==> config.mk <==
export PLATFORM = sky130hd
export DESIGN_NAME = irfl_core
export DESIGN_NICKNAME = d
export VERILOG_FILES = /design/src/hw/irfl_pkg.sv /design/src/hw/irfl_core.sv
export SDC_FILE = /design/constraint.sdc
export NUM_CORES = 1
export LEC_CHECK = 0
export ABC_AREA = 1
export BUFFER_PORTS_ARGS = -buffer_cell sky130_fd_sc_hd__clkbuf_2
export CAP_MARGIN = 40
export CORE_MARGIN = 1.5
export CORE_UTILIZATION = 45
export CTS_CLUSTER_DIAMETER = 120
export DETAILED_ROUTE_END_ITERATION = 8
export PLACE_DENSITY = 0.74
export SLEW_MARGIN = 30
export SYNTH_ARGS = -nofsm -noshare
export SYNTH_HDL_FRONTEND = slang
export SYNTH_SLANG_ARGS = --single-unit
==> constraint.sdc <==
create_clock -name clk_sys -period 2.95 [get_ports clk_sys]
set_input_delay 0.59 -clock clk_sys [delete_from_list [all_inputs] [get_ports clk_sys]]
set_output_delay 0.59 -clock clk_sys [all_outputs]
set_load 0.01 [all_outputs]
==> src/hw/irfl_pkg.sv <==
// Constants, offsets and field layouts of the interrupt request flag logic
package irfl_pkg;

    // ------------------------------------------------------------
    // Register byte offsets (one aligned word each)
    // ------------------------------------------------------------
    localparam logic [7:0] OFS_TIMER_AND_EXT_IRQ_CONTROL   = 8'h00;
    localparam logic [7:0] OFS_IEN    = 8'h04;
    localparam logic [7:0] OFS_IPRI   = 8'h08;
    localparam logic [7:0] OFS_TIMER2_MODE_AND_HW_CLEAR  = 8'h0C;
    localparam logic [7:0] OFS_EIEN   = 8'h10;
    localparam logic [7:0] OFS_EIPRI  = 8'h14;
    localparam logic [7:0] OFS_EXTENDED_IRQ_FLAGS   = 8'h18;
    localparam logic [7:0] OFS_DOG    = 8'h1C;
    localparam logic [7:0] OFS_UART   = 8'h20;
    localparam logic [7:0] OFS_T2FLG  = 8'h24;
    localparam logic [7:0] OFS_SVC    = 8'h28;
    localparam logic [7:0] OFS_PEND   = 8'h2C;

    // ------------------------------------------------------------
    // Field positions
    // ------------------------------------------------------------
    localparam int TC_IT0  = 0;
    localparam int TC_IE0  = 1;
    localparam int TC_IT1  = 2;
    localparam int TC_IE1  = 3;
    localparam int TC_TF0  = 5;
    localparam int TC_TF1  = 7;
    localparam int IE_GATE = 7;
    localparam int EX_IE2  = 4;
    localparam int T2_HC2  = 4;
    localparam int DOG_TO  = 3;
    localparam int DOG_PF  = 4;
    localparam int EIE_DOG = 4;

    // ------------------------------------------------------------
    // Reset values and write masks
    // ------------------------------------------------------------
    localparam logic [7:0] RST_REG   = 8'h00;
    localparam logic [7:0] MASK_EIE  = 8'h1F;
    localparam logic [7:0] MASK_EXTENDED_IRQ_FLAGS = 8'hF0;
    localparam logic [7:0] MASK_DOG  = 8'h18;
    localparam logic [7:0] MASK_IP   = 8'h7F;

    // ------------------------------------------------------------
    // Sources in fixed resolution order, and their vectors
    // ------------------------------------------------------------
    localparam int NSRC = 12;
    localparam int SRC_EXT0 = 0;
    localparam int SRC_TMR0 = 1;
    localparam int SRC_EXT1 = 2;
    localparam int SRC_TMR1 = 3;
    localparam int SRC_UART0 = 4;
    localparam int SRC_TMR2 = 5;
    localparam int SRC_UART1 = 6;
    localparam int SRC_EXT2 = 7;
    localparam int SRC_DOG = 11;
    localparam logic [3:0]  SRC_PF = 4'hC;
    localparam logic [3:0]  SRC_NONE = 4'hF;
    localparam logic [15:0] VEC_PF = 16'h0033;
    localparam logic [15:0] VEC_TAB [0:11] = '{
        16'h0003, 16'h000B, 16'h0013, 16'h001B, 16'h0023, 16'h002B,
        16'h003B, 16'h0043, 16'h004B, 16'h0053, 16'h005B, 16'h0063};

    // ------------------------------------------------------------
    // Bus slave states
    // ------------------------------------------------------------
    typedef enum logic [1:0] {
        BUS_IDLE   = 2'b01,
        BUS_RDWAIT = 2'b10
    } irfl_bus_e;

endpackage

==> src/hw/irfl_core.sv <==
// Interrupt request flags, enables, priority resolution and AHB-Lite register slave
//
// The implementer's own choices: the placing of the registers and the AHB-Lite slave port.
`timescale 1ns/1ps
module irfl_core
    import irfl_pkg::*;
(
    // Clock, reset, enable
    input  wire  logic        clk_sys,
    input  wire  logic        nrst,
    input  wire  logic        clk_en,
    // AHB-Lite slave
    input  wire  logic        hsel,
    input  wire  logic [31:0] haddr,
    input  wire  logic [1:0]  htrans,
    input  wire  logic        hwrite,
    input  wire  logic [2:0]  hsize,
    input  wire  logic [31:0] hwdata,
    input  wire  logic        hready,
    output logic       [31:0] hrdata,
    output logic              hreadyout,
    output logic              hresp,
    // Pins and peripheral events
    input  wire  logic        mc_tick,
    input  wire  logic [5:0]  ext_irq_pin_n,
    input  wire  logic        tmr0_ovf,
    input  wire  logic        tmr1_ovf,
    input  wire  logic        tmr2_ovf,
    input  wire  logic        tmr2_capture,
    input  wire  logic        uart0_rx_done,
    input  wire  logic        uart0_tx_done,
    input  wire  logic        uart1_rx_done,
    input  wire  logic        uart1_tx_done,
    input  wire  logic        dog_timeout,
    input  wire  logic        power_fail,
    // Core sequencer
    input  wire  logic        instr_last_cycle,
    input  wire  logic        instr_blocks_irq,
    input  wire  logic        return_from_handler,
    output logic              vec_req,
    output logic       [15:0] vec_addr,
    output logic       [3:0]  vec_src
);

    // ------------------------------------------------------------
    // Declarations
    // ------------------------------------------------------------
    irfl_bus_e   bus_st_r;
    logic [7:0]  addr_r;
    logic        wr_pend_r;
    logic [31:0] hrdata_r;
    logic        hreadyout_r;
    logic        hresp_r;
    logic [7:0]  timer_and_ext_irq_control, timer_and_ext_irq_control_nxt;
    logic [7:0]  irq_enable_main, irq_priority_main;
    logic [7:0]  timer2_mode_and_hw_clear, extended_irq_enable, extended_irq_priority;
    logic [7:0]  extended_irq_flags, extended_irq_flags_nxt;
    logic [7:0]  dog_control_reg, dog_nxt;
    logic [3:0]  uart_flags_r, uart_nxt;
    logic [1:0]  tmr2_flags_r, t2f_nxt;
    logic [5:0]  pin_q_r;
    logic [5:0]  fall_v;
    logic        svc_lo_r, svc_hi_r, svc_pf_r;
    logic        vec_req_r;
    logic [15:0] vec_addr_r;
    logic [3:0]  vec_src_r;
    logic [11:0] req_v, en_v, pri_v, act_v, hi_v, lo_v, sel_v, auto_v, take_oh_v, clr_v;
    logic        pf_cand, take_now, take_pf;
    logic [3:0]  take_idx;
    logic [31:0] rd_mux;
    logic        acc, wr_timer_and_ext_irq_control, wr_extended_irq_flags, wr_dog, wr_uart, wr_t2f;
    logic [7:0]  wd;

    // Lowest set index wins; all-zero gives SRC_NONE
    function automatic logic [3:0] first_idx(input logic [11:0] v);
        logic [3:0] r;
        r = SRC_NONE;
        for (int i = NSRC - 1; i >= 0; i--) begin
            if (v[i]) begin
                r = 4'(i);
            end
        end
        return r;
    endfunction

    // ------------------------------------------------------------
    // AHB-Lite slave: zero-wait writes, one-wait reads
    // ------------------------------------------------------------
    assign acc = hsel && htrans[1] && hready;
    assign wd  = hwdata[7:0];
    assign wr_timer_and_ext_irq_control = wr_pend_r && (addr_r == OFS_TIMER_AND_EXT_IRQ_CONTROL);
    assign wr_extended_irq_flags = wr_pend_r && (addr_r == OFS_EXTENDED_IRQ_FLAGS);
    assign wr_dog  = wr_pend_r && (addr_r == OFS_DOG);
    assign wr_uart = wr_pend_r && (addr_r == OFS_UART);
    assign wr_t2f  = wr_pend_r && (addr_r == OFS_T2FLG);

    // Address phase capture and read wait state
    always_ff @(posedge clk_sys) begin
        if (!nrst) begin
            bus_st_r    <= BUS_IDLE;
            addr_r      <= RST_REG;
            wr_pend_r   <= 1'b0;
            hrdata_r    <= 32'h0000_0000;
            hreadyout_r <= 1'b1;
            hresp_r     <= 1'b0;
        end else if (clk_en) begin
            case (bus_st_r)
                BUS_IDLE: begin
                    wr_pend_r <= acc && hwrite;
                    if (acc) begin
                        addr_r <= haddr[7:0];
                    end
                    if (acc && !hwrite) begin
                        bus_st_r    <= BUS_RDWAIT;
                        hreadyout_r <= 1'b0;
                    end
                end
                BUS_RDWAIT: begin
                    wr_pend_r   <= 1'b0;
                    hrdata_r    <= rd_mux;
                    hreadyout_r <= 1'b1;
                    bus_st_r    <= BUS_IDLE;
                end
                default: begin
                    bus_st_r    <= BUS_IDLE;
                    wr_pend_r   <= 1'b0;
                    hreadyout_r <= 1'b1;
                end
            endcase
        end
    end

    // Read multiplexer; unmapped offsets read zero
    always_comb begin
        case (addr_r)
            OFS_TIMER_AND_EXT_IRQ_CONTROL:  rd_mux = {24'h0, timer_and_ext_irq_control};
            OFS_IEN:   rd_mux = {24'h0, irq_enable_main};
            OFS_IPRI:  rd_mux = {24'h0, irq_priority_main};
            OFS_TIMER2_MODE_AND_HW_CLEAR: rd_mux = {24'h0, timer2_mode_and_hw_clear};
            OFS_EIEN:  rd_mux = {24'h0, extended_irq_enable};
            OFS_EIPRI: rd_mux = {24'h0, extended_irq_priority};
            OFS_EXTENDED_IRQ_FLAGS:  rd_mux = {24'h0, extended_irq_flags};
            OFS_DOG:   rd_mux = {24'h0, dog_control_reg};
            OFS_UART:  rd_mux = {28'h0, uart_flags_r};
            OFS_T2FLG: rd_mux = {30'h0, tmr2_flags_r};
            OFS_SVC:   rd_mux = {29'h0, svc_pf_r, svc_hi_r, svc_lo_r};
            OFS_PEND:  rd_mux = {20'h0, act_v};
            default:   rd_mux = 32'h0000_0000;
        endcase
    end

    // ------------------------------------------------------------
    // Configuration registers
    // ------------------------------------------------------------
    // Enables, priorities and hardware-clear selects
    always_ff @(posedge clk_sys) begin
        if (!nrst) begin
            irq_enable_main          <= RST_REG;
            extended_irq_enable      <= RST_REG;
            irq_priority_main        <= RST_REG;
            extended_irq_priority    <= RST_REG;
            timer2_mode_and_hw_clear <= RST_REG;
        end else if (clk_en && wr_pend_r) begin
            case (addr_r)
                OFS_IEN:   irq_enable_main          <= wd;
                OFS_IPRI:  irq_priority_main        <= wd & MASK_IP;
                OFS_TIMER2_MODE_AND_HW_CLEAR: timer2_mode_and_hw_clear <= wd;
                OFS_EIEN:  extended_irq_enable      <= wd & MASK_EIE;
                OFS_EIPRI: extended_irq_priority    <= wd & MASK_EIE;
                default:   irq_enable_main          <= irq_enable_main;
            endcase
        end
    end

    // ------------------------------------------------------------
    // External pin sampling
    // ------------------------------------------------------------
    // One sample per machine cycle
    always_ff @(posedge clk_sys) begin
        if (!nrst) begin
            pin_q_r <= 6'h3F;
        end else if (clk_en && mc_tick) begin
            pin_q_r <= ext_irq_pin_n;
        end
    end

    // Falling transition between two machine-cycle samples
    for (genvar g = 0; g < 6; g++) begin : g_fall
        assign fall_v[g] = mc_tick && pin_q_r[g] && !ext_irq_pin_n[g];
    end

    // ------------------------------------------------------------
    // Request flags
    // ------------------------------------------------------------
    // Sources that clear their own flag on vectoring
    assign auto_v = {1'b0, timer2_mode_and_hw_clear[7:T2_HC2], 3'h0, 1'b1,
                     timer_and_ext_irq_control[TC_IT1], 1'b1,
                     timer_and_ext_irq_control[TC_IT0]};
    assign clr_v  = take_pf ? 12'h000 : (take_oh_v & auto_v);

    // Next values: software write, hardware clear, then sets on top
    always_comb begin
        timer_and_ext_irq_control_nxt = wr_timer_and_ext_irq_control ? wd : timer_and_ext_irq_control;
        extended_irq_flags_nxt = wr_extended_irq_flags ? (wd & MASK_EXTENDED_IRQ_FLAGS) : extended_irq_flags;
        dog_nxt  = wr_dog ? (wd & MASK_DOG) : dog_control_reg;
        uart_nxt = wr_uart ? wd[3:0] : uart_flags_r;
        t2f_nxt  = wr_t2f ? wd[1:0] : tmr2_flags_r;
        if (clr_v[SRC_EXT0]) timer_and_ext_irq_control_nxt[TC_IE0] = 1'b0;
        if (clr_v[SRC_TMR0]) timer_and_ext_irq_control_nxt[TC_TF0] = 1'b0;
        if (clr_v[SRC_EXT1]) timer_and_ext_irq_control_nxt[TC_IE1] = 1'b0;
        if (clr_v[SRC_TMR1]) timer_and_ext_irq_control_nxt[TC_TF1] = 1'b0;
        extended_irq_flags_nxt[7:4] = extended_irq_flags_nxt[7:4] & ~clr_v[10:7];
        // Level mode follows the sampled pin
        if (mc_tick && !timer_and_ext_irq_control[TC_IT0]) timer_and_ext_irq_control_nxt[TC_IE0] = !ext_irq_pin_n[0];
        if (mc_tick && !timer_and_ext_irq_control[TC_IT1]) timer_and_ext_irq_control_nxt[TC_IE1] = !ext_irq_pin_n[1];
        // Sets win over every clear
        if (fall_v[0] && timer_and_ext_irq_control[TC_IT0]) timer_and_ext_irq_control_nxt[TC_IE0] = 1'b1;
        if (fall_v[1] && timer_and_ext_irq_control[TC_IT1]) timer_and_ext_irq_control_nxt[TC_IE1] = 1'b1;
        if (tmr0_ovf) timer_and_ext_irq_control_nxt[TC_TF0] = 1'b1;
        if (tmr1_ovf) timer_and_ext_irq_control_nxt[TC_TF1] = 1'b1;
        extended_irq_flags_nxt[7:4] = extended_irq_flags_nxt[7:4] | fall_v[5:2];
        if (dog_timeout) dog_nxt[DOG_TO] = 1'b1;
        if (power_fail)  dog_nxt[DOG_PF] = 1'b1;
        uart_nxt = uart_nxt | {uart1_tx_done, uart1_rx_done, uart0_tx_done, uart0_rx_done};
        t2f_nxt  = t2f_nxt | {tmr2_capture, tmr2_ovf};
    end

    // Flag registers
    always_ff @(posedge clk_sys) begin
        if (!nrst) begin
            timer_and_ext_irq_control <= RST_REG;
            extended_irq_flags        <= RST_REG;
            dog_control_reg           <= RST_REG;
            uart_flags_r              <= 4'h0;
            tmr2_flags_r              <= 2'h0;
        end else if (clk_en) begin
            timer_and_ext_irq_control <= timer_and_ext_irq_control_nxt;
            extended_irq_flags        <= extended_irq_flags_nxt;
            dog_control_reg           <= dog_nxt;
            uart_flags_r              <= uart_nxt;
            tmr2_flags_r              <= t2f_nxt;
        end
    end

    // ------------------------------------------------------------
    // Enable, priority and resolution
    // ------------------------------------------------------------
    assign req_v = {dog_control_reg[DOG_TO], extended_irq_flags[7:EX_IE2],
                    uart_flags_r[3] | uart_flags_r[2], |tmr2_flags_r,
                    uart_flags_r[1] | uart_flags_r[0],
                    timer_and_ext_irq_control[TC_TF1], timer_and_ext_irq_control[TC_IE1],
                    timer_and_ext_irq_control[TC_TF0], timer_and_ext_irq_control[TC_IE0]};
    assign en_v  = {extended_irq_enable[4:0], irq_enable_main[6:0]};
    assign pri_v = {extended_irq_priority[4:0], irq_priority_main[6:0]};
    assign act_v = req_v & en_v & {NSRC{irq_enable_main[IE_GATE]}};
    assign hi_v  = act_v & pri_v;
    assign lo_v  = act_v & ~pri_v;

    // Power fail ignores the gate; levels honour those in service
    assign pf_cand = dog_control_reg[DOG_PF] && !svc_pf_r;
    assign sel_v   = svc_pf_r ? 12'h000 :
                     (|hi_v && !svc_hi_r) ? hi_v :
                     (!svc_hi_r && !svc_lo_r) ? lo_v : 12'h000;
    assign take_idx = first_idx(sel_v);
    assign take_now = clk_en && mc_tick && instr_last_cycle && !instr_blocks_irq
                      && (pf_cand || |sel_v);
    assign take_pf  = pf_cand;
    assign take_oh_v = take_now ? (sel_v & ~(sel_v - 12'h001)) : 12'h000;

    // ------------------------------------------------------------
    // Vectoring and in-service tracking
    // ------------------------------------------------------------
    // Vector pulse to the core sequencer
    always_ff @(posedge clk_sys) begin
        if (!nrst) begin
            vec_req_r  <= 1'b0;
            vec_addr_r <= 16'h0000;
            vec_src_r  <= SRC_NONE;
        end else if (clk_en) begin
            vec_req_r <= take_now;
            if (take_now) begin
                vec_src_r  <= take_pf ? SRC_PF : take_idx;
                vec_addr_r <= take_pf ? VEC_PF : VEC_TAB[take_idx];
            end
        end
    end

    // In-service levels; return releases the highest one
    always_ff @(posedge clk_sys) begin
        if (!nrst) begin
            svc_lo_r <= 1'b0;
            svc_hi_r <= 1'b0;
            svc_pf_r <= 1'b0;
        end else if (clk_en) begin
            if (take_now && take_pf) begin
                svc_pf_r <= 1'b1;
            end else if (take_now && pri_v[take_idx]) begin
                svc_hi_r <= 1'b1;
            end else if (take_now) begin
                svc_lo_r <= 1'b1;
            end else if (return_from_handler && svc_pf_r) begin
                svc_pf_r <= 1'b0;
            end else if (return_from_handler && svc_hi_r) begin
                svc_hi_r <= 1'b0;
            end else if (return_from_handler) begin
                svc_lo_r <= 1'b0;
            end
        end
    end

    // Outputs straight from flip-flops
    assign hrdata    = hrdata_r;
    assign hreadyout = hreadyout_r;
    assign hresp     = hresp_r;
    assign vec_req   = vec_req_r;
    assign vec_addr  = vec_addr_r;
    assign vec_src   = vec_src_r;
endmodule

==> results of run 1 <==
-- per-layer routing --
layer | GRT usage [%] | part of all wire (%) | up-vias
li1 | - | - | 2836
met1 | 35.7 | 41 | 2633
met2 | 45.1 | 46 | 305
met3 | 5.72 | 9.4 | 56
met4 | 10.3 | 3.8 | 0
met5 | 0 | 0 | -
-- power groups by stage --
stage	logic (mW)	registers, mW	clock network, mW
after floorplan	0.188	1.35	0
final	0.262	1.33	1.14
after detailed placement	0.254	1.36	0
after CTS	0.255	1.33	1.16
after global routing	0.291	1.33	1.22
after global placement	0.253	1.36	0
-- cell families (layout without fill, tap and decap cells) --
kind of cell / after synthesis / after routing
AND/OR/NAND/NOR: 315 / 315
AO/OA/AOI/OAI: 215 / 215
adder cells (fa/ha/maj): 3 / 3
flip-flops: 95 / 95
other: 1 / 31
buffers and inverters: 168 / 259
-- cell usage after synthesis (5+ instances only) --
cell	count
nand2_1	147
a21oi_1	72
a221oi_1	8
nor3_1	17
nand3_2	7
a31oi_1	5
dfxtp_1	95
o211ai_1	12
o21ai_1	5
buf_4	32
o31ai_1	5
clkbuf_1	16
nor2_1	78
o22ai_1	10
inv_1	106
nand3_1	44
nand4_1	8
o21ai_0	77
-- final timing paths --
| kind | startpoint | to | slack (ns) | cells after the start |
|---|---|---|---|---|
| setup / recovery | irq_enable_main[7] | extended_irq_flags[4] | 0.07 | 21 |
| hold / removal | haddr[4] | addr_r[4] | 0.45 | 3 |
| setup reg to reg | irq_enable_main[7] | extended_irq_flags[4] | 0.07 | 21 |
| hold reg to reg | vec_addr[4] | vec_addr[4] | 0.46 | 2 |
-- final cells by class --
class	count	area, um2	area share, %
clock inverters	7	61.3	0.935
flip-flops and latches	95	1910	29.1
repair buffers	129	815	12.4
clock buffers	9	225	3.43
multi-input cells	564	2930	44.7
inverters	114	438	6.68
well taps	143	179	2.73
-- worst max-delay path, cell delays in order (launching register included) --
cell	delay, ns
dfxtp_4	0.41
buf_6	0.15
nand4_1	0.15
nand2_1	0.12
nor2_2	0.05
nand3_2	0.12
nand2_8	0.07
buf_4	0.17
buf_4	0.13
o31ai_1	0.06
nand3_1	0.13
nand2_1	0.09
inv_2	0.05
nand3_2	0.09
nor2_4	0.04
nand2_2	0.07
o21ai_4	0.06
inv_4	0.12
nand2_8	0.08
buf_4	0.14
o41ai_1	0.33
a21oi_1	0.12
-- stage by stage --
stage,hold slack (ns),cells,instance area (um2),TNS [ns]
after floorplan,0.445,827,5500,0
after global placement,0.449,1026,6000,0
after detailed placement,0.454,1026,6000,-0.0789
after CTS,0.446,1042,6290,0
after global routing,0.460,1061,6560,-0.248
final,0.449,1061,6560,0
-- what timing repair did --
action | CTS | global route
endpoints found under the setup margin | 4 | 14
setup buffers | 0 | 19
pin swaps | 0 | 15
resized for setup | 1 | 38
==> summary.txt, run 1 <==
Power
  – Max rail drop VDD: 0.000280 V
  – Sw Pwr: 750 uW
  – Clk pwr share: 41.7%
  – Flop pwr share: 48.7%
  – Tot Pwr: 2.73 mW
  – P_int: 1.98 mW
  – Leakage: 3.00 nW
  – Sw Ratio: 27.5%
  – Pwr Density: 417 mW/mm2
  – Comb power frac: 9.6%

Timing
  – Setup violations, final: 0
  – Final hold violations: 0
  – Fin worst setup slack: 0.0667 ns
  – Slew headroom: 57.6%
  – Final min period: 2.88 ns
  – Slew Limit Fails: 0
  – Tcrit/Tclk final: 97.7%
  – Worst Tran Pin Value: 0.635 ns
  – Fmax: 347 MHz
  – Clock skew: 0.0102 ns
  – RSZ-0062 raised after global routing: true

Yosys
  – Syn Inst Count: 797
  – Asr flop ratio synth: 0%
  – Top FF cell, synth: dfxtp_1
  – Synth top area cells: dfxtp_1, nand2_1, inv_1
  – Post-Synthesis Cell Area: 0.00539 mm2
  – Yosys warning count: 0
  – Yosys top cell area share: 35.3%
  – Distinct cells, synth: 46
  – Post-synth EDFFs: 0
  – Synth Area in Adders: 0.697%
  – Simple-gate share of the synthesized area: 26.1%
  – Compound-gate portion of the synthesized area: 23.4%
  – Fraction of synthesized area in multiplexers: 0%
  – Synth area leader: dfxtp_1
  – Xor and xnor area share after synthesis: 0%
  – Register area share after synthesis: 35.3%
  – Largest family of logic cells by synthesized area: simple AND/OR/NAND/NOR gates
  – Synth Register Bits: 95
  – Syn avg cell area: 6.76 um2

Clock tree
  – Hold Buf Count CTS: 0
  – CTS sink count: 95
  – TritonCTS clock tree: yes
  – CTS Buf Count: 9
  – Clk_lat worst skew: 0.36 ns
  – CTS clock-pin slew for the worst setup and hold paths: 0.07 ns
  – Clock Path Buffers: 2
  – Clk root buf: clkbuf_16
  – Htree depth: 3

Final layout
  – Inserted Diodes: 0
  – # nets final: 1,011
  – Util after Layout: 56.7%
  – Area growth syn-to-layout: 21.7%
  – Commonest non-fill, non-tap cell in the layout: nand2_1
  – Commonest cells after routing, fill and taps aside: nand2_1, inv_1, dfxtp_1
  – Layout cells sized above 1: 21.9%
  – Max reg flops: 12
  – Fillers: 1,174

Global routing
  – GRT Overall Usage: 27.4%
  – Total congestion overflow: 0
  – Vias in the first global route: 5,106
  – First-pass GRT wire length: 26,900 um
  – Largest net degree at the start of global routing: 69
  – Antenna violations before repair: 0

Place
  – I/O Buffers: 66
  – Setup slack at placement: -0.0332 ns
  – Half-perimeter wire length after placement: 13,300 um
  – Routability cong.: 1.02

Critical path
  – Req. time, crit path: 3.18 ns
  – CP arrival: 3.12 ns
  – Critical path fanouts, max: 7
  – Critical Path End Type: register
  – Critical Path Start Type: register
  – Crit Path Class: register to register

Die
  – Core area: 0.0116 mm2
  – Initial Utilization: 46.6%
  – Die Area: 0.0126 mm2
  – Chip width: 112 um
  – Die Span Y: 112 um
  – I/O pin cnt: 150
  – Site row count: 39

Routing
  – Drt wl/cell: 16.5 um
  – Post-route ant nets: 0
  – DR DRC count: 9
  – Routed wire length: 17,500 um
  – Via Count: 5,830
  – Vias per cell: 5.49
  – Initial drt markers: 704
  – First-pass DRT Iterations: 9

Hold path
  – Hold Crit Class: primary input to register

Run status
  – Violated checks: design-rule violations
  – Status: complete, but fails checks

Run
  – Max_cap viols: 0
(Power assumes the default switching activity.)
==> inputs of run 2 (changes only) <==
--- a/config.mk
+++ b/config.mk
@@ -6,7 +6,7 @@
 export NUM_CORES = 1
 export LEC_CHECK = 0
 export ABC_AREA = 1
-export BUFFER_PORTS_ARGS = -buffer_cell sky130_fd_sc_hd__clkbuf_2
+export BUFFER_PORTS_ARGS = -buffer_cell sky130_fd_sc_hd__buf_2
 export CAP_MARGIN = 40
 export CORE_MARGIN = 1.5
 export CORE_UTILIZATION = 45
==> run 2 against run 1 <==
Compared with the run above:
- the run still ends with design-rule violations left
- clock power barely moved
- die area did not move
- clock skew fell by 0.00089 ns
- setup slack improved by 0.093 ns
- non-clock buffer count fell by 10
- critical endpoint unchanged
- largest cell class unchanged
==> summary.txt, run 2 (synthesis gave the netlist of run 1 again) <==
Routing
  – Via Count: 5,743 (was 5,830)
  – First-pass DRT Iterations: 7 (was 9)
  – Post-route ant nets: 0 (unchanged)
  – Vias per cell: 5.47 (was 5.49)
  – Initial drt markers: 576 (was 704)
  – Drt wl/cell: 16.1 um (was 16.5 um)
  – Routed wire length: 16,900 um (was 17,500 um)
  – DR DRC count: 9 (unchanged)

Timing
  – Slew Limit Fails: 0 (unchanged)
  – Setup violations, final: 0 (unchanged)
  – Tcrit/Tclk final: 94.6% (was 97.7%)
  – Setup TNS Final: 0 ns (unchanged)
  – Final min period: 2.79 ns (was 2.88 ns)
  – Slew headroom: 51.5% (was 57.6%)
  – Clock skew: 0.00927 ns (was 0.0102 ns)
  – Fmax: 358 MHz (was 347 MHz)
  – Worst hold margin: 0.455 ns (was 0.449 ns)
  – Worst Tran Pin Value: 0.726 ns (was 0.635 ns)
  – Final hold violations: 0 (unchanged)
  – Fin worst setup slack: 0.160 ns (was 0.0667 ns)

Final layout
  – Inserted Diodes: 0 (unchanged)
  – Max reg flops: 12 (unchanged)
  – Register Area: 0.00191 mm2 (unchanged)
  – Fin area: 0.00650 mm2 (was 0.00656 mm2)
  – Fillers: 1,144 (was 1,174)
  – # nets final: 1,002 (was 1,011)
  – Multi-input logic area: 0.00294 mm2 (was 0.00293 mm2)
  – Commonest cells after routing, fill and taps aside: nand2_1, inv_1, dfxtp_1 (unchanged)
  – Area growth syn-to-layout: 20.7% (was 21.7%)
  – Commonest non-fill, non-tap cell in the layout: nand2_1 (unchanged)
  – Util after Layout: 56.2% (was 56.7%)
  – Layout cells sized above 1: 20.4% (was 21.9%)

Die
  – Die Area: 0.0126 mm2 (unchanged)
  – Site row count: 39 (unchanged)
  – Initial Utilization: 46.6% (unchanged)
  – I/O pin cnt: 150 (unchanged)
  – Chip width: 112 um (unchanged)
  – Die Span Y: 112 um (unchanged)
  – Core area: 0.0116 mm2 (unchanged)

Critical path
  – Req. time, crit path: 3.17 ns (was 3.18 ns)
  – Register-to-register setup slack: 0.16 ns (was 0.07 ns)
  – CP delay by family, top: simple AND/OR/NAND/NOR gates (unchanged)
  – R2r endpoint: extended_irq_flags[4] (unchanged)
  – Cell mode on critical path: nand2_1 (was buf_4)
  – Critical Path End Type: register (unchanged)
  – Crit Path Class: register to register (unchanged)
  – Crit-path max cell delay: 0.41 ns (about the same)
  – Critical Path Start Type: register (unchanged)
  – CP arrival: 3.01 ns (was 3.12 ns)
  – Critical path fanouts, max: 10 (was 7)
  – Reg2reg path depth: 21 (unchanged)
  – Number of buffers and inverters on the critical path: 5 (was 6)
  – Slowest CP cell: o41ai_1 (was dfxtp_4)
  – Crit path cell chain: buf_6 -> nand2_1 -> inv_1 -> nand3_2 -> nand2_1 -> nor2_4 -> nand3_4 -> nand2_8 -> inv_8 -> nand2_1 -> nand3_1 -> nand2_1 -> clkinv_1 -> nand3_2 -> nor2_4 -> nand2_2 -> o21ai_4 -> inv_4 -> nand2_8 -> o41ai_1 -> a21oi_1 (was buf_6 -> nand4_1 -> nand2_1 -> nor2_2 -> nand3_2 -> nand2_8 -> buf_4 -> buf_4 -> o31ai_1 -> nand3_1 -> nand2_1 -> inv_2 -> nand3_2 -> nor2_4 -> nand2_2 -> o21ai_4 -> inv_4 -> nand2_8 -> buf_4 -> o41ai_1 -> a21oi_1)
  – Worst R2R Start: irq_enable_main[7] (unchanged)

Power
  – Max rail drop VDD: 0.000289 V (was 0.000280 V)
  – Pwr Density: 419 mW/mm2 (was 417 mW/mm2)
  – Leakage: 2.96 nW (was 3.00 nW)

Clock tree
  – Clock Path Buffers: 2 (unchanged)
  – Hold Buf Count CTS: 0 (unchanged)
  – TritonCTS clock tree: yes (unchanged)
  – CTS clock-pin slew for the worst setup and hold paths: 0.06 ns (was 0.07 ns)
  – CTS sink count: 95 (unchanged)
  – Clk root buf: clkbuf_16 (unchanged)
  – CTS Buf Count: 9 (unchanged)
  – Htree depth: 3 (unchanged)
  – Clk_lat worst skew: 0.36 ns (about the same)

Hold path
  – Hold Crit Class: primary input to register (unchanged)
  – Hold worst-path end: addr_r[0] (was addr_r[4])
  – Hold Path Origin: haddr[0] (was haddr[4])
  – Min-Delay Path Depth: 3 (unchanged)

Global routing
  – Largest net degree at the start of global routing: 69 (unchanged)
  – GRT Overall Usage: 26.8% (was 27.4%)
  – Antenna violations before repair: 0 (unchanged)
  – Total congestion overflow: 0 (unchanged)
  – First-pass GRT wire length: 26,400 um (was 26,900 um)
  – Vias in the first global route: 5,070 (was 5,106)

Place
  – Half-perimeter wire length after placement: 13,000 um (was 13,300 um)
  – Routability cong.: 1.00 (was 1.02)
  – Placed cell areas: 0.00603 mm2 (was 0.00600 mm2)
  – I/O Buffers: 66 (unchanged)
  – Setup slack at placement: 0.0654 ns (was -0.0332 ns)

Run status
  – Status: complete, but fails checks (unchanged)
  – Violated checks: design-rule violations (unchanged)

Run
  – Max_cap viols: 0 (unchanged)
## run 2: cell count changes in the layout (fill, tap and decap cells not counted), moves of 4 or more
cell,delta
buf_2,+66
buf_4,-12
clkbuf_2,-66
nand3_1,+4
nand3_2,-5
## run 2: worst register-to-register path: cells and delay by family, from the launching register on
family          cells  cell delay, ns
compound gates      3            0.62
buf+inv             5            0.46
flops               1            0.36
simple gates       13            1.22
## run 2: repair_timing
item,CTS,global route
hold endpoints to repair,0,0
gates resized for setup,0,35
buffers inserted,0,6
setup endpoints to repair,0,15
## run 2: worst max path at each step
| stage | startpoint | to | slack [ns] | cells after the start |
|---|---|---|---|---|
| after floorplan | irq_enable_main[7] | vec_addr[3] | 0.23 | 22 |
| after detailed placement | irq_enable_main[7] | svc_hi_r | 0.07 | 23 |
| after global placement | irq_enable_main[7] | vec_addr[3] | 0.08 | 18 |
| after CTS | irq_enable_main[7] | extended_irq_flags[4] | 0.03 | 21 |
| after global routing | irq_enable_main[7] | svc_lo_r | -0.02 | 24 |
| final | irq_enable_main[7] | extended_irq_flags[4] | 0.16 | 21 |
## run 2: power by group
group	switching [mW]	internal, mW
clock	0.485	0.645
combinational	0.175	0.0848
sequential	0.0205	1.31
## run 2: layout make-up
cell class / count / share of cell area, %
clock buffer: 10 / 3.52
clock inverter: 3 / 0.731
inverter: 114 / 6.78
multi-input combinational: 565 / 45.3
sequential: 95 / 29.3
tap: 143 / 2.75
timing repair buffer: 119 / 11.6
## run 2: per-stage QoR
stage / std cells / power (mW)
after detailed placement: 1028 / 1.61
final: 1049 / 2.72
after floorplan: 827 / 1.54
after global routing: 1049 / 2.81
after CTS: 1041 / 2.72
after global placement: 1028 / 1.61
## run 2: per-layer routing
metal | part of all wire, % | GRT usage, %
met1 | 42 | 35.5
met2 | 46 | 43.0
met3 | 8.5 | 4.75
met4 | 3.5 | 11.8
met5 | 0 | 0
==> inputs of run 3 (changes only) <==
--- a/config.mk
+++ b/config.mk
@@ -5,9 +5,8 @@
 export SDC_FILE = /design/constraint.sdc
 export NUM_CORES = 1
 export LEC_CHECK = 0
-export ABC_AREA = 1
 export BUFFER_PORTS_ARGS = -buffer_cell sky130_fd_sc_hd__buf_2
-export CAP_MARGIN = 40
+export CAP_MARGIN = 20
 export CORE_MARGIN = 1.5
 export CORE_UTILIZATION = 45
 export CTS_CLUSTER_DIAMETER = 120
==> run 3 against run 2 <==
Compared with the run above:
- the flow finishes with violations (negative setup slack)
- sequential power about the same
- cell count down 2.3%
- critical endpoint is now svc_lo_r
- critical path type unchanged
- highest routed layer unchanged
- combinational power about the same
- total power up 2.3%
==> summary.txt, run 3 <==
Run status
  – Status: complete, but fails checks (unchanged)
  – Violated checks: negative setup slack (was design-rule violations)

Critical path
  – Critical Path Start Type: register (unchanged)
  – Critical path fanouts, max: 7 (was 10)
  – Cell mode on critical path: buf_4 (was nand2_1)
  – Register-to-register setup slack: -0.16 ns (was 0.16 ns)
  – Req. time, crit path: 3.20 ns (was 3.17 ns)
  – Crit-path max cell delay: 0.38 ns (was 0.41 ns)
  – CP arrival: 3.36 ns (was 3.01 ns)
  – Slowest CP cell: dfxtp_4 (was o41ai_1)
  – Crit Path Class: register to register (unchanged)
  – Crit path cell chain: buf_6 -> o211a_4 -> a22o_4 -> nor4_4 -> buf_4 -> mux2i_2 -> buf_4 -> inv_1 -> a21oi_4 -> buf_4 -> mux2i_1 -> o32ai_2 -> o41a_1 -> o21a_1 (was buf_6 -> nand2_1 -> inv_1 -> nand3_2 -> nand2_1 -> nor2_4 -> nand3_4 -> nand2_8 -> inv_8 -> nand2_1 -> nand3_1 -> nand2_1 -> clkinv_1 -> nand3_2 -> nor2_4 -> nand2_2 -> o21ai_4 -> inv_4 -> nand2_8 -> o41ai_1 -> a21oi_1)
  – Critical Path End Type: register (unchanged)

Timing
  – Worst Tran Pin Value: 0.662 ns (was 0.726 ns)
  – Fin worst setup slack: -0.163 ns (was 0.160 ns)
  – Clock skew: 0.0115 ns (was 0.00927 ns)
  – Tcrit/Tclk final: 106% (was 94.6%)
  – Setup violations, final: 14 (was 0)
  – Fmax: 321 MHz (was 358 MHz)
  – Final min period: 3.11 ns (was 2.79 ns)
  – Worst hold margin: 0.462 ns (was 0.455 ns)
  – Final hold violations: 0 (unchanged)
  – Setup TNS Final: -1.08 ns (was 0 ns)
  – Slew headroom: 55.7% (was 51.5%)
  – Slew Limit Fails: 0 (unchanged)
  – RSZ-0062 raised after global routing: true

Clock tree
  – TritonCTS clock tree: yes (unchanged)
  – Hold Buf Count CTS: 0 (unchanged)
  – Clk root buf: clkbuf_16 (unchanged)
  – Clk_lat worst skew: 0.35 ns (was 0.36 ns)
  – Clock Path Buffers: 2 (unchanged)
  – Htree depth: 3 (unchanged)
  – CTS sink count: 95 (unchanged)
  – CTS clock-pin slew for the worst setup and hold paths: 0.07 ns (was 0.06 ns)
  – CTS Buf Count: 9 (unchanged)

Yosys
  – Yosys top cell area share: 34.0% (was 35.3%)
  – Post-synth EDFFs: 0 (unchanged)
  – Yosys warning count: 0 (unchanged)
  – Commonest cells post-synth: nand2_1, dfxtp_1, nand3_1 (was nand2_1, inv_1, dfxtp_1)
  – Synth Register Bits: 95 (unchanged)
  – Post-Synthesis Cell Area: 0.00559 mm2 (was 0.00539 mm2)
  – Most common cell in the netlist: nand2_1 (unchanged)
  – Syn Inst Count: 693 (was 797)
  – Synth top area cells: dfxtp_1, nand2_1, a21boi_0 (was dfxtp_1, nand2_1, inv_1)
  – Synth area leader: dfxtp_1 (unchanged)
  – Syn avg cell area: 8.06 um2 (was 6.76 um2)
  – Register area share after synthesis: 34.0% (was 35.3%)
  – Distinct cells, synth: 70 (was 46)
  – Asr flop ratio synth: 0% (unchanged)
  – Top FF cell, synth: dfxtp_1 (unchanged)

Die
  – Chip width: 114 um (was 112 um)
  – Core area: 0.0121 mm2 (was 0.0116 mm2)
  – Initial Utilization: 46.3% (was 46.6%)
  – Die Span Y: 114 um (was 112 um)
  – I/O pin cnt: 150 (unchanged)
  – Site row count: 40 (was 39)
  – Die Area: 0.0131 mm2 (was 0.0126 mm2)

Routing
  – Via Count: 6,082 (was 5,743)
  – Drt wl/cell: 19.4 um (was 16.1 um)
  – DR DRC count: 0 (was 9)
  – Routed wire length: 19,900 um (was 16,900 um)
  – Initial drt markers: 602 (was 576)
  – Post-route ant nets: 0 (unchanged)
  – First-pass DRT Iterations: 8 (was 7)
  – Vias per cell: 5.93 (was 5.47)

Power
  – Sw Ratio: 24.8% (was 25.0%)
  – Comb power frac: 9.4% (was 9.6%)
  – Sw Pwr: 692 uW (was 681 uW)
  – P_int: 2.09 mW (was 2.04 mW)
  – Pwr Density: 385 mW/mm2 (was 419 mW/mm2)
  – Leakage: 3.01 nW (was 2.96 nW)
  – Flop pwr share: 47.7% (was 48.9%)
  – Max rail drop VDD: 0.000291 V (was 0.000289 V)
  – Clk pwr share: 42.9% (was 41.5%)

Place
  – Setup slack at placement: -0.325 ns (was 0.0654 ns)
  – Routability cong.: 1.00 (about the same)
  – Placed Instances: 988 (was 1,028)
  – I/O Buffers: 66 (unchanged)
  – Half-perimeter wire length after placement: 14,700 um (was 13,000 um)

Final layout
  – # nets final: 950 (was 1,002)
  – Layout cells sized above 1: 28.9% (was 20.4%)
  – Commonest non-fill, non-tap cell in the layout: buf_4 (was nand2_1)
  – Inserted Diodes: 0 (unchanged)
  – Area growth syn-to-layout: 29.4% (was 20.7%)
  – Commonest cells after routing, fill and taps aside: buf_4, nand2_1, dfxtp_1 (was nand2_1, inv_1, dfxtp_1)
  – Fillers: 1,063 (was 1,144)
  – Util after Layout: 59.9% (was 56.2%)
  – Final cell count without fillers: 1,025 (was 1,049)
  – Max reg flops: 12 (unchanged)

Global routing
  – Total congestion overflow: 0 (unchanged)
  – Antenna violations before repair: 0 (unchanged)
  – Largest net degree at the start of global routing: 56 (was 69)
  – GRT Overall Usage: 30.9% (was 26.8%)
  – First-pass GRT wire length: 30,800 um (was 26,400 um)
  – Vias in the first global route: 5,774 (was 5,070)

Run
  – Max_cap viols: 0 (unchanged)

Hold path
  – Hold Crit Class: register to register (was primary input to register)
run 3: changes by cell type after synthesis, moves of 18 or more:
cell      change
mux2i_1      +20
inv_1        -96
a22oi_1      +22
nand3_1      +18
a21oi_1      -58
nand2_1      -45
nor2b_1      +31
nor2_1       -38
o21ai_0      -57
clkbuf_1     +18
a21boi_0     +47
run 3: path summary, 6_finish.rpt:
check / start / to / cells past startpoint
max: irq_enable_main[7] / svc_lo_r / 14
min: hrdata[11] / hrdata[11] / 2
max reg2reg: irq_enable_main[7] / svc_lo_r / 14
min reg2reg: hrdata[11] / hrdata[11] / 2
run 3: logic make-up (layout without fill, tap and decap cells):
kind of cell	Yosys count	in the layout	share of synthesized area (%)
buffers and inverters	83	217	8.06
flip-flops	95	95	34.0
adder cells (fa/ha/maj)	3	3	0.672
other	1	31	0.0671
AND/OR/NAND/NOR	300	300	27.6
multiplexers	21	21	3.83
AO/OA/AOI/OAI	190	190	25.7
run 3: per-stage QoR:
step	area, um2	power, mW
4_1_cts	7060	2.78
3_5_place_dp	6620	1.61
6_report	7230	2.78
5_1_grt	7230	2.86
2_1_floorplan	5700	1.52
3_3_place_gp	6620	1.60
run 3: critical path, delay by kind of cell, from the launching register on:
kind,cells,cell delay (ns)
and+or+nand+nor,1,0.30
DFF,1,0.38
buffers and inverters,5,0.80
muxes,2,0.45
AOI/OAI and AO/OA,6,1.06
run 3: area by class of cell:
cell class                      count  area [um2]  area share, %
Clock buffer                       12         246           3.41
Timing Repair Buffer              190        1290           17.9
Inverter                           11        41.3          0.571
Multi-Input combinational cell    545        3480           48.1
Sequential cell                    95        1910           26.4
Tap cell                          168         210           2.91
Clock inverter                      4        55.1          0.762
run 3: power groups by stage:
| stage | clock [mW] | combinational (mW) | sequential, mW |
|---|---|---|---|
| 2_1_floorplan | 0 | 0.166 | 1.35 |
| 3_3_place_gp | 0 | 0.246 | 1.36 |
| 3_5_place_dp | 0 | 0.251 | 1.36 |
| 4_1_cts | 1.20 | 0.253 | 1.33 |
| 5_1_grt | 1.25 | 0.282 | 1.33 |
| 6_report | 1.20 | 0.262 | 1.33 |
run 3: repair_timing:
| action | 4_1_cts | 5_1_grt |
|---|---|---|
| cloned | 0 | 0 |
| setup endpoints to repair | 18 | 15 |
| gates resized for setup | 13 | 21 |
| pin swaps | 19 | 18 |
| setup buffers | 11 | 10 |
run 3: layer usage:
layer  vias to the layer above  track usage, %  wire length (um)  part of all wire [%]
met3                        78            6.09              1910                   9.6
met1                      2821            39.4              7740                    39
li1                       2798               -                 -                     -
met5                         -               0                 0                     0
met2                       385            50.3              9360                    47
met4                         0            14.8               912                   4.6
